==> src/rtl/fnd_pkg.sv <==
/*
  fnd_pkg: shared constants and carriers for the fractional-N feedback divider control block.
  Assumes an APB master with 32-bit data; each byte-wide register sits in the low bits of one aligned word.
*/
package fnd_pkg;

  // register indices; byte address is four times the index
  localparam logic [3:0] REG_STATUS = 4'h0;
  localparam logic [3:0] REG_POWER = 4'h2;
  localparam logic [3:0] REG_MODE = 4'h3;
  localparam logic [3:0] REG_SUPPLY = 4'h4;
  localparam logic [3:0] REG_SEED = 4'h5;
  localparam logic [3:0] REG_DIV_HI = 4'h6;
  localparam logic [3:0] REG_DIV_LO = 4'h7;
  localparam logic [3:0] REG_NUM_HI = 4'h8;
  localparam logic [3:0] REG_NUM_MID = 4'h9;
  localparam logic [3:0] REG_NUM_LO = 4'hA;
  localparam logic [3:0] REG_OUTPUT = 4'hB;
  localparam logic [3:0] REG_PUMP = 4'hD;

  // writable bits per index (index 15 first); zero means not a stored register
  localparam logic [15:0][7:0] WRITE_MASK = {
    8'h00, 8'h00, 8'h24, 8'h00, 8'h1F, 8'hF0, 8'hFF, 8'h3F,
    8'hFF, 8'h03, 8'hFF, 8'h0F, 8'h07, 8'h0A, 8'h00, 8'h00};
  localparam logic [15:0][7:0] RESET_VALUE = {
    8'h00, 8'h00, 8'h24, 8'h00, 8'h19, 8'hF0, 8'hFF, 8'h3F,
    8'hFA, 8'h00, 8'h11, 8'h07, 8'h06, 8'h02, 8'h00, 8'h00};

  // field positions
  localparam int POWER_MODULATOR_POWER_DOWN_BIT = 3;
  localparam int POWER_MUTE_BIT = 1;
  localparam int MODE_AUTO_BIT = 2;
  localparam int MODE_DITHER_BIT = 1;
  localparam int MODE_INT_BIT = 0;
  localparam int SUPPLY_LIN_BIT = 3;
  localparam int SUPPLY_REG_BIT = 2;
  localparam int SUPPLY_VSEL_LSB = 0;
  localparam int NUM_LO_REINIT_BIT = 1;
  localparam int OUTPUT_RFO_LSB = 3;
  localparam int OUTPUT_OD_LSB = 0;
  localparam int PUMP_MID_BIT = 5;
  localparam int PUMP_RST_BIT = 2;

  // divider limits
  localparam logic [9:0] FRAC_N_MIN = 10'h023;
  localparam logic [9:0] FRAC_N_MAX = 10'h3FB;
  localparam logic [9:0] INT_N_MIN = 10'h020;
  localparam logic [9:0] INT_N_MAX = 10'h3FF;
  localparam logic [9:0] RESET_N = 10'h0FA;
  localparam logic [2:0] OD_MIN = 3'h1;
  localparam logic [2:0] OD_MAX = 3'h6;
  localparam int DEN_BITS = 18;
  localparam logic [9:0] LFSR_FILL = 10'h2A5;

  typedef struct packed {
    logic int_mode;
    logic dither;
    logic auto_reinit;
    logic lin_req;
    logic reg_on;
    logic modulator_power_down;
    logic [1:0] vsel;
    logic [7:0] seed;
    logic [9:0] nd;
    logic [17:0] num;
    logic [2:0] od;
    logic [1:0] rfo;
    logic mute;
    logic pump_midrail_bias;
    logic detector_hold_reset;
  } fnd_cfg_s;

  typedef struct packed {
    logic lin_on;
    logic reg_enable;
    logic reg_bypass;
    logic [1:0] vsel;
    logic [1:0] rfo;
    logic rf_mute;
    logic mod_standby;
  } fnd_ana_s;

  localparam fnd_ana_s ANA_RESET = '{lin_on: 1'b0, reg_enable: 1'b1, reg_bypass: 1'b0, vsel: 2'h3,
                                     rfo: 2'h3, rf_mute: 1'b1, mod_standby: 1'b0};

endpackage

==> src/rtl/fnd_frac_divider.sv <==
/*
  fnd_frac_divider: APB register file, feedback divider with first-order delta-sigma modulator and dither,
  output divider with 50% duty, and the analog control levels for linearizer, regulator and output buffer.
  Assumes vco_in is a level synchronous to pclk and sampled well above twice its rate.
*/
`timescale 1ns/1ps

// Summary of operation
// - linearizer output follows its enable bit when set to one
// - integer mode forces the linearizer off regardless of its bit
// - fractional mode feedback ratio kept within 35 to 1019
// - integer mode feedback ratio kept within 32 to 1023
// - ratio taken directly from the split 10-bit field, no offset
// - modulator steps once per divided cycle, updating the ratio each time
// - modulator takes an 18-bit numerator, 0 to 262143
// - fixed denominator 262144: carry when accumulator overflows 18 bits
// - integer mode holds modulator in standby, state kept, resumes at once
// - dither enable bit turns numerator dither on, on after reset
// - programmable seed initialises the dither pseudorandom sequence
// - writing reinit bit restarts modulator state, bit then clears itself
// - auto-reinit set makes any write to indices 5 to 10 set reinit
// - regulator off and bypassed when its enable is zero or power-down set
// - two-bit voltage select passed to regulator, codes 0 to 3
// - output divider divides by 1 to 6 with 50% duty
// - output ratio taken directly from the 3-bit field
// - two-bit output power field passed to the buffer, codes 0 to 3
// - buffer muted when mute bit set or mute pin low
module fnd_frac_divider (
  // apb slave
  input wire logic pclk,
  input wire logic presetn,
  input wire logic psel,
  input wire logic penable,
  input wire logic pwrite,
  input wire logic [7:0] paddr,
  input wire logic [31:0] pwdata,
  output logic [31:0] prdata,
  output logic pready,
  output logic pslverr,
  // vco and mute pin
  input wire logic vco_in,
  input wire logic mute_n,
  // divided outputs
  output logic fb_div_pulse,
  output logic [9:0] fb_ratio_now,
  output logic rf_div_out,
  // analog controls
  output fnd_pkg::fnd_ana_s analog_ctrl
);

  logic [7:0] regs [16];
  fnd_pkg::fnd_cfg_s cfg;
  logic [3:0] idx;
  logic hit;
  logic access;
  logic wr_fire;
  logic [7:0] read_byte;
  logic reinit_set;
  logic reinit_pend;
  logic vco_q;
  logic vco_rise;
  logic vco_edge;
  logic [9:0] fb_cnt;
  logic fb_wrap;
  logic [17:0] acc;
  logic [17:0] lfsr;
  logic dith_prev;
  logic dith_now;
  logic [19:0] sum_raw;
  logic [19:0] sum_adj;
  logic carry;
  logic step_en;
  logic [9:0] next_ratio;
  logic [2:0] od_eff;
  logic [2:0] od_cnt;

  // apb decode
  assign idx = paddr[5:2];
  assign access = psel & penable;
  assign hit = (paddr[7:6] == 2'h0) && (paddr[1:0] == 2'h0) &&
               ((fnd_pkg::WRITE_MASK[idx] != 8'h00) || (idx == fnd_pkg::REG_STATUS));
  assign wr_fire = access & pready & pwrite & ~pslverr;

  // one wait state keeps pready, prdata and pslverr straight from flops
  always_ff @(posedge pclk or negedge presetn) begin
    if (!presetn) begin
      pready <= 1'b0;
    end else begin
      pready <= access & ~pready;
    end
  end

  always_ff @(posedge pclk or negedge presetn) begin
    if (!presetn) begin
      prdata <= 32'h0000_0000;
      pslverr <= 1'b0;
    end else if (access & ~pready) begin
      pslverr <= ~hit;
      prdata <= (hit & ~pwrite) ? {24'h00_0000, read_byte} : 32'h0000_0000;
    end
  end

  always_comb begin
    if (idx == fnd_pkg::REG_STATUS) begin
      read_byte = {3'h0, analog_ctrl.rf_mute, analog_ctrl.lin_on, reinit_pend,
                   analog_ctrl.reg_enable, analog_ctrl.mod_standby};
    end else if (idx == fnd_pkg::REG_NUM_LO) begin
      read_byte = regs[idx] | {6'h00, reinit_pend, 1'b0};
    end else begin
      read_byte = regs[idx];
    end
  end

  // register file; writes to the status word are ignored
  always_ff @(posedge pclk or negedge presetn) begin
    if (!presetn) begin
      for (int i = 0; i < 16; i++) begin
        regs[i] <= fnd_pkg::RESET_VALUE[i];
      end
    end else if (wr_fire) begin
      regs[idx] <= pwdata[7:0] & fnd_pkg::WRITE_MASK[idx];
    end
  end

  always_comb begin
    cfg.int_mode = regs[fnd_pkg::REG_MODE][fnd_pkg::MODE_INT_BIT];
    cfg.dither = regs[fnd_pkg::REG_MODE][fnd_pkg::MODE_DITHER_BIT];
    cfg.auto_reinit = regs[fnd_pkg::REG_MODE][fnd_pkg::MODE_AUTO_BIT];
    cfg.lin_req = regs[fnd_pkg::REG_SUPPLY][fnd_pkg::SUPPLY_LIN_BIT];
    cfg.reg_on = regs[fnd_pkg::REG_SUPPLY][fnd_pkg::SUPPLY_REG_BIT];
    cfg.vsel = regs[fnd_pkg::REG_SUPPLY][fnd_pkg::SUPPLY_VSEL_LSB +: 2];
    cfg.modulator_power_down = regs[fnd_pkg::REG_POWER][fnd_pkg::POWER_MODULATOR_POWER_DOWN_BIT];
    cfg.mute = regs[fnd_pkg::REG_POWER][fnd_pkg::POWER_MUTE_BIT];
    cfg.seed = regs[fnd_pkg::REG_SEED];
    cfg.nd = {regs[fnd_pkg::REG_DIV_HI][1:0], regs[fnd_pkg::REG_DIV_LO]};
    cfg.num = {regs[fnd_pkg::REG_NUM_HI][5:0], regs[fnd_pkg::REG_NUM_MID],
               regs[fnd_pkg::REG_NUM_LO][7:4]};
    cfg.od = regs[fnd_pkg::REG_OUTPUT][fnd_pkg::OUTPUT_OD_LSB +: 3];
    cfg.rfo = regs[fnd_pkg::REG_OUTPUT][fnd_pkg::OUTPUT_RFO_LSB +: 2];
    cfg.pump_midrail_bias = regs[fnd_pkg::REG_PUMP][fnd_pkg::PUMP_MID_BIT];
    cfg.detector_hold_reset = regs[fnd_pkg::REG_PUMP][fnd_pkg::PUMP_RST_BIT];
  end

  // modulator restart request; a new request wins over the self-clear
  assign reinit_set = wr_fire & (
    ((idx == fnd_pkg::REG_NUM_LO) & pwdata[fnd_pkg::NUM_LO_REINIT_BIT]) |
    (cfg.auto_reinit & (idx >= fnd_pkg::REG_SEED) & (idx <= fnd_pkg::REG_NUM_LO)));

  always_ff @(posedge pclk or negedge presetn) begin
    if (!presetn) begin
      reinit_pend <= 1'b0;
    end else if (reinit_set) begin
      reinit_pend <= 1'b1;
    end else begin
      reinit_pend <= 1'b0;
    end
  end

  // vco edge detection; input is taken as synchronous
  always_ff @(posedge pclk or negedge presetn) begin
    if (!presetn) begin
      vco_q <= 1'b0;
    end else begin
      vco_q <= vco_in;
    end
  end

  assign vco_rise = vco_in & ~vco_q;
  assign vco_edge = vco_in ^ vco_q;

  // feedback divider: the wrap marks one phase-detector cycle
  assign fb_wrap = vco_rise && (fb_cnt >= fb_ratio_now - 10'h001);

  always_ff @(posedge pclk or negedge presetn) begin
    if (!presetn) begin
      fb_cnt <= 10'h000;
    end else if (vco_rise) begin
      fb_cnt <= fb_wrap ? 10'h000 : fb_cnt + 10'h001;
    end
  end

  always_ff @(posedge pclk or negedge presetn) begin
    if (!presetn) begin
      fb_div_pulse <= 1'b0;
    end else begin
      fb_div_pulse <= fb_wrap;
    end
  end

  // modulator: first-order accumulator, subtractive dither keeps the mean unbiased
  // standby freezes state without clearing it, so fractional mode resumes at once
  assign step_en = ~cfg.int_mode & ~cfg.modulator_power_down;
  assign dith_now = cfg.dither & lfsr[0];
  assign sum_raw = {2'h0, acc} + {2'h0, cfg.num} + {19'h0_0000, dith_now};
  assign sum_adj = (dith_prev && (sum_raw != 20'h0_0000)) ? sum_raw - 20'h0_0001 : sum_raw;
  assign carry = step_en & (sum_adj[19:fnd_pkg::DEN_BITS] != 2'h0);

  always_ff @(posedge pclk or negedge presetn) begin
    if (!presetn) begin
      acc <= 18'h0_0000;
      dith_prev <= 1'b0;
    end else if (reinit_pend) begin
      acc <= 18'h0_0000;
      dith_prev <= 1'b0;
    end else if (fb_wrap && step_en) begin
      acc <= sum_adj[17:0];
      dith_prev <= dith_now;
    end
  end

  always_ff @(posedge pclk or negedge presetn) begin
    if (!presetn) begin
      lfsr <= {fnd_pkg::LFSR_FILL, fnd_pkg::RESET_VALUE[fnd_pkg::REG_SEED]};
    end else if (reinit_pend) begin
      lfsr <= {fnd_pkg::LFSR_FILL, cfg.seed};
    end else if (fb_wrap && step_en) begin
      lfsr <= {lfsr[16:0], lfsr[17] ^ lfsr[10]};
    end
  end

  // ratio limits depend on the mode; out-of-range values are pinned to the edge
  function automatic logic [9:0] clamp_ratio(input logic [10:0] n, input logic int_mode);
    logic [9:0] lo;
    logic [9:0] hi;
    lo = int_mode ? fnd_pkg::INT_N_MIN : fnd_pkg::FRAC_N_MIN;
    hi = int_mode ? fnd_pkg::INT_N_MAX : fnd_pkg::FRAC_N_MAX;
    if (n < {1'b0, lo}) begin
      clamp_ratio = lo;
    end else if (n > {1'b0, hi}) begin
      clamp_ratio = hi;
    end else begin
      clamp_ratio = n[9:0];
    end
  endfunction

  assign next_ratio = clamp_ratio({1'b0, cfg.nd} + {10'h000, carry}, cfg.int_mode);

  always_ff @(posedge pclk or negedge presetn) begin
    if (!presetn) begin
      fb_ratio_now <= fnd_pkg::RESET_N;
    end else if (fb_wrap) begin
      fb_ratio_now <= next_ratio;
    end
  end

  // output divider counts both vco edges, so odd ratios still give 50% duty
  always_comb begin
    if (cfg.od < fnd_pkg::OD_MIN) begin
      od_eff = fnd_pkg::OD_MIN;
    end else if (cfg.od > fnd_pkg::OD_MAX) begin
      od_eff = fnd_pkg::OD_MAX;
    end else begin
      od_eff = cfg.od;
    end
  end

  always_ff @(posedge pclk or negedge presetn) begin
    if (!presetn) begin
      od_cnt <= 3'h0;
      rf_div_out <= 1'b0;
    end else if (vco_edge) begin
      if (od_cnt >= od_eff - 3'h1) begin
        od_cnt <= 3'h0;
        rf_div_out <= ~rf_div_out;
      end else begin
        od_cnt <= od_cnt + 3'h1;
      end
    end
  end

  // analog levels; linearizer does not look at detector reset or midrail bias
  always_ff @(posedge pclk or negedge presetn) begin
    if (!presetn) begin
      analog_ctrl <= fnd_pkg::ANA_RESET;
    end else begin
      analog_ctrl.lin_on <= cfg.lin_req & ~cfg.int_mode;
      analog_ctrl.reg_enable <= cfg.reg_on & ~cfg.modulator_power_down;
      analog_ctrl.reg_bypass <= ~cfg.reg_on | cfg.modulator_power_down;
      analog_ctrl.vsel <= cfg.vsel;
      analog_ctrl.rfo <= cfg.rfo;
      analog_ctrl.rf_mute <= cfg.mute | ~mute_n;
      analog_ctrl.mod_standby <= cfg.int_mode;
    end
  end
endmodule

==> config.mk <==
export PLATFORM = sky130hd
export DESIGN_NAME = fnd_frac_divider
export DESIGN_NICKNAME = d
export VERILOG_FILES = /design/src/rtl/fnd_pkg.sv /design/src/rtl/fnd_frac_divider.sv
export SDC_FILE = /design/constraint.sdc
export NUM_CORES = 1
export LEC_CHECK = 0
export ABC_AREA = 1
export BUFFER_PORTS_ARGS = -buffer_cell sky130_fd_sc_hd__buf_2
export CAP_MARGIN = 20
export CELL_PAD_IN_SITES_DETAIL_PLACEMENT = 0
export CELL_PAD_IN_SITES_GLOBAL_PLACEMENT = 1
export CORE_MARGIN = 1
export CORE_UTILIZATION = 48
export CTS_CLUSTER_SIZE = 10
export DETAILED_ROUTE_END_ITERATION = 16
export PLACE_DENSITY = 0.95
export REMOVE_ABC_BUFFERS = 1
export SLEW_MARGIN = 10
export SYNTH_ARGS = -nofsm -noshare
export SYNTH_HDL_FRONTEND = slang
export SYNTH_SLANG_ARGS = --single-unit
==> constraint.sdc <==
create_clock -name pclk -period 10.1 [get_ports pclk]
set_input_delay 2.02 -clock pclk [delete_from_list [all_inputs] [get_ports pclk]]
set_output_delay 2.02 -clock pclk [all_outputs]
set_load 0.005 [all_outputs]
---- After elaboration in Yosys (flattened, before gate mapping) ----
Memory sizes are Yosys's and may differ from the RTL's.
Cells that the tools add are included.
storage, ports and cells
  bits in registers ....................... 235
  logic and storage cells ................. 132
  ROM bits ................................ 128
  memories kept ........................... 1
  output and inout port bits .............. 55
  input port bits ......................... 47
operators by class
  add/sub/neg operators ................... 8
  muxes and demuxes ....................... 26
  reduce and logical (&&, ||, !) cells .... 15
  order comparisons ....................... 11
  equal/unequal tests ..................... 1
  bitwise logic cells ..................... 34
memory list
  name              depth  width  rd ports  clocked after memory_dff  wr ports  RTL line                 text
  (name not given)  16     8      1         0                         0         fnd_frac_divider.sv:121  regs[idx] <= pwdata[7:0] & fnd_pkg::WRITE_MASK[idx];
operators with widths
  operator                 count
  $bwmux W128              1
  $mux W18                 4
  $mux W8                  7
  $bmux W8 S4              1
  $demux W8 S4             1
  $mux W10                 3
  $add A19 B1 Y20          1
  $mux W20                 1
  $reduce_bool A20 Y1      1
  $sub A20 B1 Y20 const B  1
  $add A18 B18 Y19         1
  $and A1 B1 Y1            16
  $mux W3                  4
  $add A10 B1 Y11          1
  $gt A11 B10 Y1           1
  $lt A11 B6 Y1            1
  $add A10 B1 Y10 const B  1
  $ge A10 B10 Y1           1
  $not A1 Y1               10
  $sub A10 B1 Y10 const B  1
  $and A8 B8 Y8            1
  $or A8 B2 Y8             1
  $reduce_bool A8 Y1       1
  $logic_and A1 B1 Y1      6
  21 further kinds         28

---- Depth between registers and ports, before layout ----
  word-level depth ........................ 11
  depth in mapped cells ................... 34
  mapped depth without buffers ............ 34

---- Worst setup path before layout ----
No wires, ideal clock.
  path type ............................... reg-to-reg
  start point ............................. register regs (netlist bit cfg[8])
  end point ............................... register fb_ratio_now[0]
  cell stages (with the launch flop) ...... 32
  library setup time ...................... 0.117 ns
  setup slack ............................. 5.595 ns
  buffers on the path ..................... 0
  arrival time ............................ 4.387 ns
  clock period less this slack ............ 4.505 ns
  data required time ...................... 9.983 ns
  cell sequence ........................... dfstp_2 inv_1 fa_1 inv_1 fa_1 inv_1 ha_1 inv_1 nor2_1 nand2_1 nor2_2 nand2_2 nor2_4 nand3_1 nor2_2 nand4_1 nand2_1 a21oi_1 ha_1 ha_1 xor2_1 ha_1 nand3_1 nand4_1 nor3_1 nand3_1 nand2_1 or2_2 nand2_1 nand2_1 nand2_1 nand2_1
on the way
  cells in the longest elaborated chain, start to end .. 11
  elaborated cells between the ends (all ways) .. 13
  those cells by class .................... add/sub (4); order compare (2); mux (3); bitwise (1); reduce/logical (3)
ends and longest elaborated chain
  item                                                                     RTL line                 text
  start, declared                                                          fnd_frac_divider.sv:51   logic [7:0] regs [16];
  start signal, assigned by index                                          fnd_frac_divider.sv:118  regs[i] <= fnd_pkg::RESET_VALUE[i];
  start signal, assigned by index                                          fnd_frac_divider.sv:121
  $add A18 B18 Y19 (*)                                                     fnd_frac_divider.sv:194  assign sum_raw = {2'h0, acc} + {2'h0, cfg.num} + {19'h0_0000, dith_now};
  $add A19 B1 Y20 (*)                                                      fnd_frac_divider.sv:194
  parallel branches: the longest is 2 deep, another holds $sub A20 B1 Y20  -
  $mux W20 (*)                                                             fnd_frac_divider.sv:195  assign sum_adj = (dith_prev && (sum_raw != 20'h0_0000)) ? sum_raw - 20'h0_0001 : sum_raw;
  $reduce_bool A2 Y1 (*)                                                   fnd_frac_divider.sv:196  assign carry = step_en & (sum_adj[19:fnd_pkg::DEN_BITS] != 2'h0);
  $and A1 B1 Y1 (*)                                                        fnd_frac_divider.sv:196
  $add A10 B1 Y11 (*)                                                      fnd_frac_divider.sv:236  assign next_ratio = clamp_ratio({1'b0, cfg.nd} + {10'h000, carry}, cfg.int_mode);
  $gt A11 B10 Y1                                                           fnd_frac_divider.sv:229  end else if (n > {1'b0, hi}) begin
  $mux W10                                                                 fnd_frac_divider.sv:229
  $mux W10 (*)                                                             fnd_frac_divider.sv:227  if (n < {1'b0, lo}) begin
  end signal, assigned                                                     fnd_frac_divider.sv:240  fb_ratio_now <= fnd_pkg::RESET_N;
  end signal, assigned                                                     fnd_frac_divider.sv:242  fb_ratio_now <= next_ratio;
  end, declared                                                            fnd_frac_divider.sv:45   output logic [9:0] fb_ratio_now,
Every way passes the cells marked *.
A chain may end at the register's enable or synchronous reset.

---- Worst setup path in the final report ----
  start point ............................. register regs (netlist bit cfg[50])
  end point ............................... register fb_ratio_now[2]
on the way
  cells in the longest elaborated chain, start to end .. 11
  elaborated cells between the ends (all ways) .. 13
  those cells by class .................... add/sub (3); order compare (2); mux (3); bitwise (2); reduce/logical (3)
ends and longest elaborated chain
  item                                                                     RTL line                 text
  $and A1 B1 Y1 (*)                                                        fnd_frac_divider.sv:193  assign dith_now = cfg.dither & lfsr[0];
  $add A19 B1 Y20 (*)                                                      fnd_frac_divider.sv:194
  parallel branches: the longest is 2 deep, another holds $sub A20 B1 Y20  -
  $mux W20 (*)                                                             fnd_frac_divider.sv:195
  $reduce_bool A2 Y1 (*)                                                   fnd_frac_divider.sv:196
  $and A1 B1 Y1 (*)                                                        fnd_frac_divider.sv:196
  $add A10 B1 Y11 (*)                                                      fnd_frac_divider.sv:236
  $gt A11 B10 Y1                                                           fnd_frac_divider.sv:229
  $mux W10                                                                 fnd_frac_divider.sv:229
  $mux W10 (*)                                                             fnd_frac_divider.sv:227
Marks and branches as above.

==> results_dict.tcl <==
set metrics [dict create \
    status "completed" \
    drc 0 \
    clockPowerShare_pct 42.0 \
    synth.mux.area_fraction_pct 0 \
    wirelength_um 31700 \
    drive_gt1_share_pct 11.7 \
    insertion_delay_ps 530 \
    synth_warnings 0 \
    critPathKind "flip-flop to flip-flop" \
    power.density_nw_per_um2 156 \
    dieHeight_um 160 \
    cts_tree "yes" \
    n_fill_cell 2304 \
    io_pins 102 \
    synthArstFlopShare_pct 100 \
    leakagePower_nw 6.88 \
    finalSetupViolCount 0 \
    die_w_um 160 \
    die_area_um2 25700 \
    gp_congestion 0.933 \
    drtAntennaViolNets 0 \
    clkTransAtPathRegs_ps 60 \
    combPwrFrac_pct 13.7 \
    postCtsSetupBuffers 0 \
    wl_met2_um 14800 \
    cp.required_ps 10500 \
    post_cts_resized 0 \
    drt_first_pass_iters 5 \
    maxSlewViolCount 0 \
    netlist.area_leader.share_pct 32.2 \
    crit_top_cell "nand2_1" \
    via_per_inst 5.32 \
    dpl.hpwl_um 23000 \
    highest_layer "met4" \
    p_int_mw 1.51 \
    cts-root-buf "clkbuf_16" \
    fin_setup_tns_ps 0 \
    port-buffer-count 53 \
    antennaDiodeCount 0 \
    rsz0062_at_grt "no" \
    cp-end-kind "flip-flop" \
    max_freq_mhz 185 \
    yosysSeqAreaShare_pct 44.4 \
    grt_pass1_wl_um 51300 \
    crit_path_start_kind "flip-flop" \
    yosys.area.top_type "dfrtp_1" \
    dr_wl_met3_um 1820 \
    syn_area_per_cell_um2 7.64 \
    synth_cells 1576 \
    ctsHoldBuffers 0 \
    wl_met1_um 14300 \
    max_stage_delay_ps 580 \
    skew_ps 24.3 \
    synth-compound-area-share_pct 12.5 \
    critPathArrivalTime_ps 5790 \
    hold_slack_ps 385 \
    vias 10490 \
    r2r.worst_path.cells 29 \
    synthXorXnorAreaFrac_pct 2.33 \
    crit_path_top_delay_cell "dfstp_2" \
    synth_top_flop_cell "dfrtp_1" \
    r2r-start "cfg[50]" \
    gr-total-overflow 0 \
    antenna_found_initial 0 \
    power.switching_mw 0.565 \
    hold_class "flip-flop to flip-flop" \
    cp_max_fo 4 \
    switching_share_pct 27.2 \
    grtUsageTotal_pct 25.0 \
    regToRegSetupSlack_ps 4710 \
    syn_area_um2 12000 \
    period_minus_slack_ps 5390 \
    ys_top_cells_by_area "dfrtp_1 32%, nand2_1 14%, dfstp_2 12%" \
    row_count 57 \
    worstReg2RegEnd "fb_ratio_now[2]" \
    initial_utilization_pct 49.3 \
    synth.most_common_cell "nand2_1" \
    core_region_area_um2 24500 \
    seq_power_share_pct 44.3 \
    peakVddDrop_uv 137 \
    clock_sinks 211 \
    finalCritPeriodShare_pct 53.4 \
    syn_to_final_growth_pct 10.9 \
    synth_seq_cells 211 \
    synth_cell_types 53 \
    cts_max_level 1 \
    nets 1722 \
    slew_headroom_pct 40.0 \
    grt_pass1_vias 9862 \
    crit_path_end "fb_ratio_now[2]" \
    synthAdderAreaFrac_pct 5.01 \
    wl_per_cell_um 16.1 \
    cp-startpoint "cfg[50]" \
    synthTopCellsByCount "444 x nand2_1, 204 x inv_1, 155 x dfrtp_1" \
    synth_edf_count 0 \
    cts_buffer_depth 3 \
    max_cap_violations 0 \
    grt_max_degree 80 \
    synth_top_family_by_area "simple AND/OR/NAND/NOR gates" \
    fin_util_pct 54.6 \
    yosys.area_share.simple_pct 26.2 \
    final-hold-violation-count 0 \
    tightest_slew_ps 900 \
    cts_buffers 26 \
    drtIter0Drc 811 \
]
[registers in the layout, summed over array words and instances (netlist names)]
name and flops:
cfg 52, dith_prev 1, pready 1, vco_q 1
fb_cnt 10, regs 76, od_cnt 3, fb_ratio_now 10
lfsr 18, prdata 8, rf_div_out 1, acc 18
pslverr 1, analog_ctrl 9, reinit_pend 1, fb_div_pulse 1
[power by group through the flow]
stage          Combinational (mW)  Clock (mW)  Sequential [mW]
6_report                    0.285       0.873            0.920
3_3_place_gp                0.276           0            0.933
3_5_place_dp                0.285           0            0.934
2_1_floorplan               0.184           0            0.929
5_1_grt                     0.332       0.917            0.925
4_1_cts                     0.287       0.882            0.920
[placed cells by master (no fill, tap or decap), types with 4 or more instances in the layout]
cell,count
buf_4,7
nand2_1,444
clkbuf_16,26
a21oi_1,42
clkbuf_1,16
ha_1,45
o22ai_1,16
nand3_1,85
o211ai_1,10
nor2_4,4
dfstp_2,56
o2111ai_1,4
a31oi_1,5
nor2_2,8
nor3_1,15
o221ai_1,16
buf_2,52
o21ai_0,129
o21ai_1,5
xnor2_1,9
inv_1,204
conb_1,24
clkinv_1,9
nand4_1,17
dfrtp_1,155
a22oi_1,10
o31ai_1,4
xor2_1,23
nand2_2,12
inv_2,5
nor2_1,144
[cell type report]
| type | count | area, um^2 | share of cell area, % |
|---|---|---|---|
| flip-flops and latches | 211 | 5350 | 40.1 |
| multi-input cells | 1110 | 5630 | 42.2 |
| clock inverters | 4 | 58.8 | 0.440 |
| clock buffers | 44 | 738 | 5.53 |
| repair buffers | 61 | 354 | 2.65 |
| well taps | 324 | 405 | 3.04 |
| inverters | 218 | 818 | 6.13 |
[worst max-delay path, delay by kind of cell (launching register included)]
family                     cells  cell delay [ps]
and+or+nand+nor               21             2890
adders and majority gates      4             1040
DFF                            1              580
AOI/OAI and AO/OA              2              370
xor gates and xnor gates       1              230
buffers and inverters          1              140
[layer usage]
metal / track usage (%) / up-vias
li1: - / 5149
met1: 35.3 / 4990
met2: 40.0 / 290
met3: 3.31 / 61
met4: 7.45 / 0
met5: 0 / -
[through the flow]
| stage | instances | power (mW) | setup WS [ps] | cell area [um^2] |
|---|---|---|---|---|
| 5_1_grt | 1972 | 2.17 | 4220 | 13400 |
| 3_3_place_gp | 1923 | 1.21 | 4780 | 12500 |
| 3_5_place_dp | 1923 | 1.22 | 4740 | 12500 |
| 2_1_floorplan | 1539 | 1.11 | 5580 | 11800 |
| 4_1_cts | 1971 | 2.09 | 4690 | 13300 |
| 6_report | 1972 | 2.08 | 4710 | 13400 |
[worst min path at each step]
stage	from	slack (ps)	cells past startpoint	end
6_report	cfg[45]	390	0	analog_ctrl[5]
5_1_grt	cfg[4]	390	0	analog_ctrl[3]
4_1_cts	cfg[4]	380	0	analog_ctrl[3]
3_5_place_dp	cfg[4]	370	0	analog_ctrl[3]
3_3_place_gp	cfg[4]	380	0	analog_ctrl[3]
2_1_floorplan	cfg[44]	360	0	analog_ctrl[4]
[kinds of logic (layout without fill, tap and decap cells)]
| group | after synthesis | after routing |
|---|---|---|
| xor gates and xnor gates | 32 | 32 |
| and+or+nand+nor | 750 | 750 |
| adders and majority gates | 47 | 47 |
| other | 1 | 24 |
| AOI/OAI and AO/OA | 257 | 257 |
| DFF | 211 | 211 |
| buffers and inverters | 278 | 327 |
(Power assumes the default switching activity.)
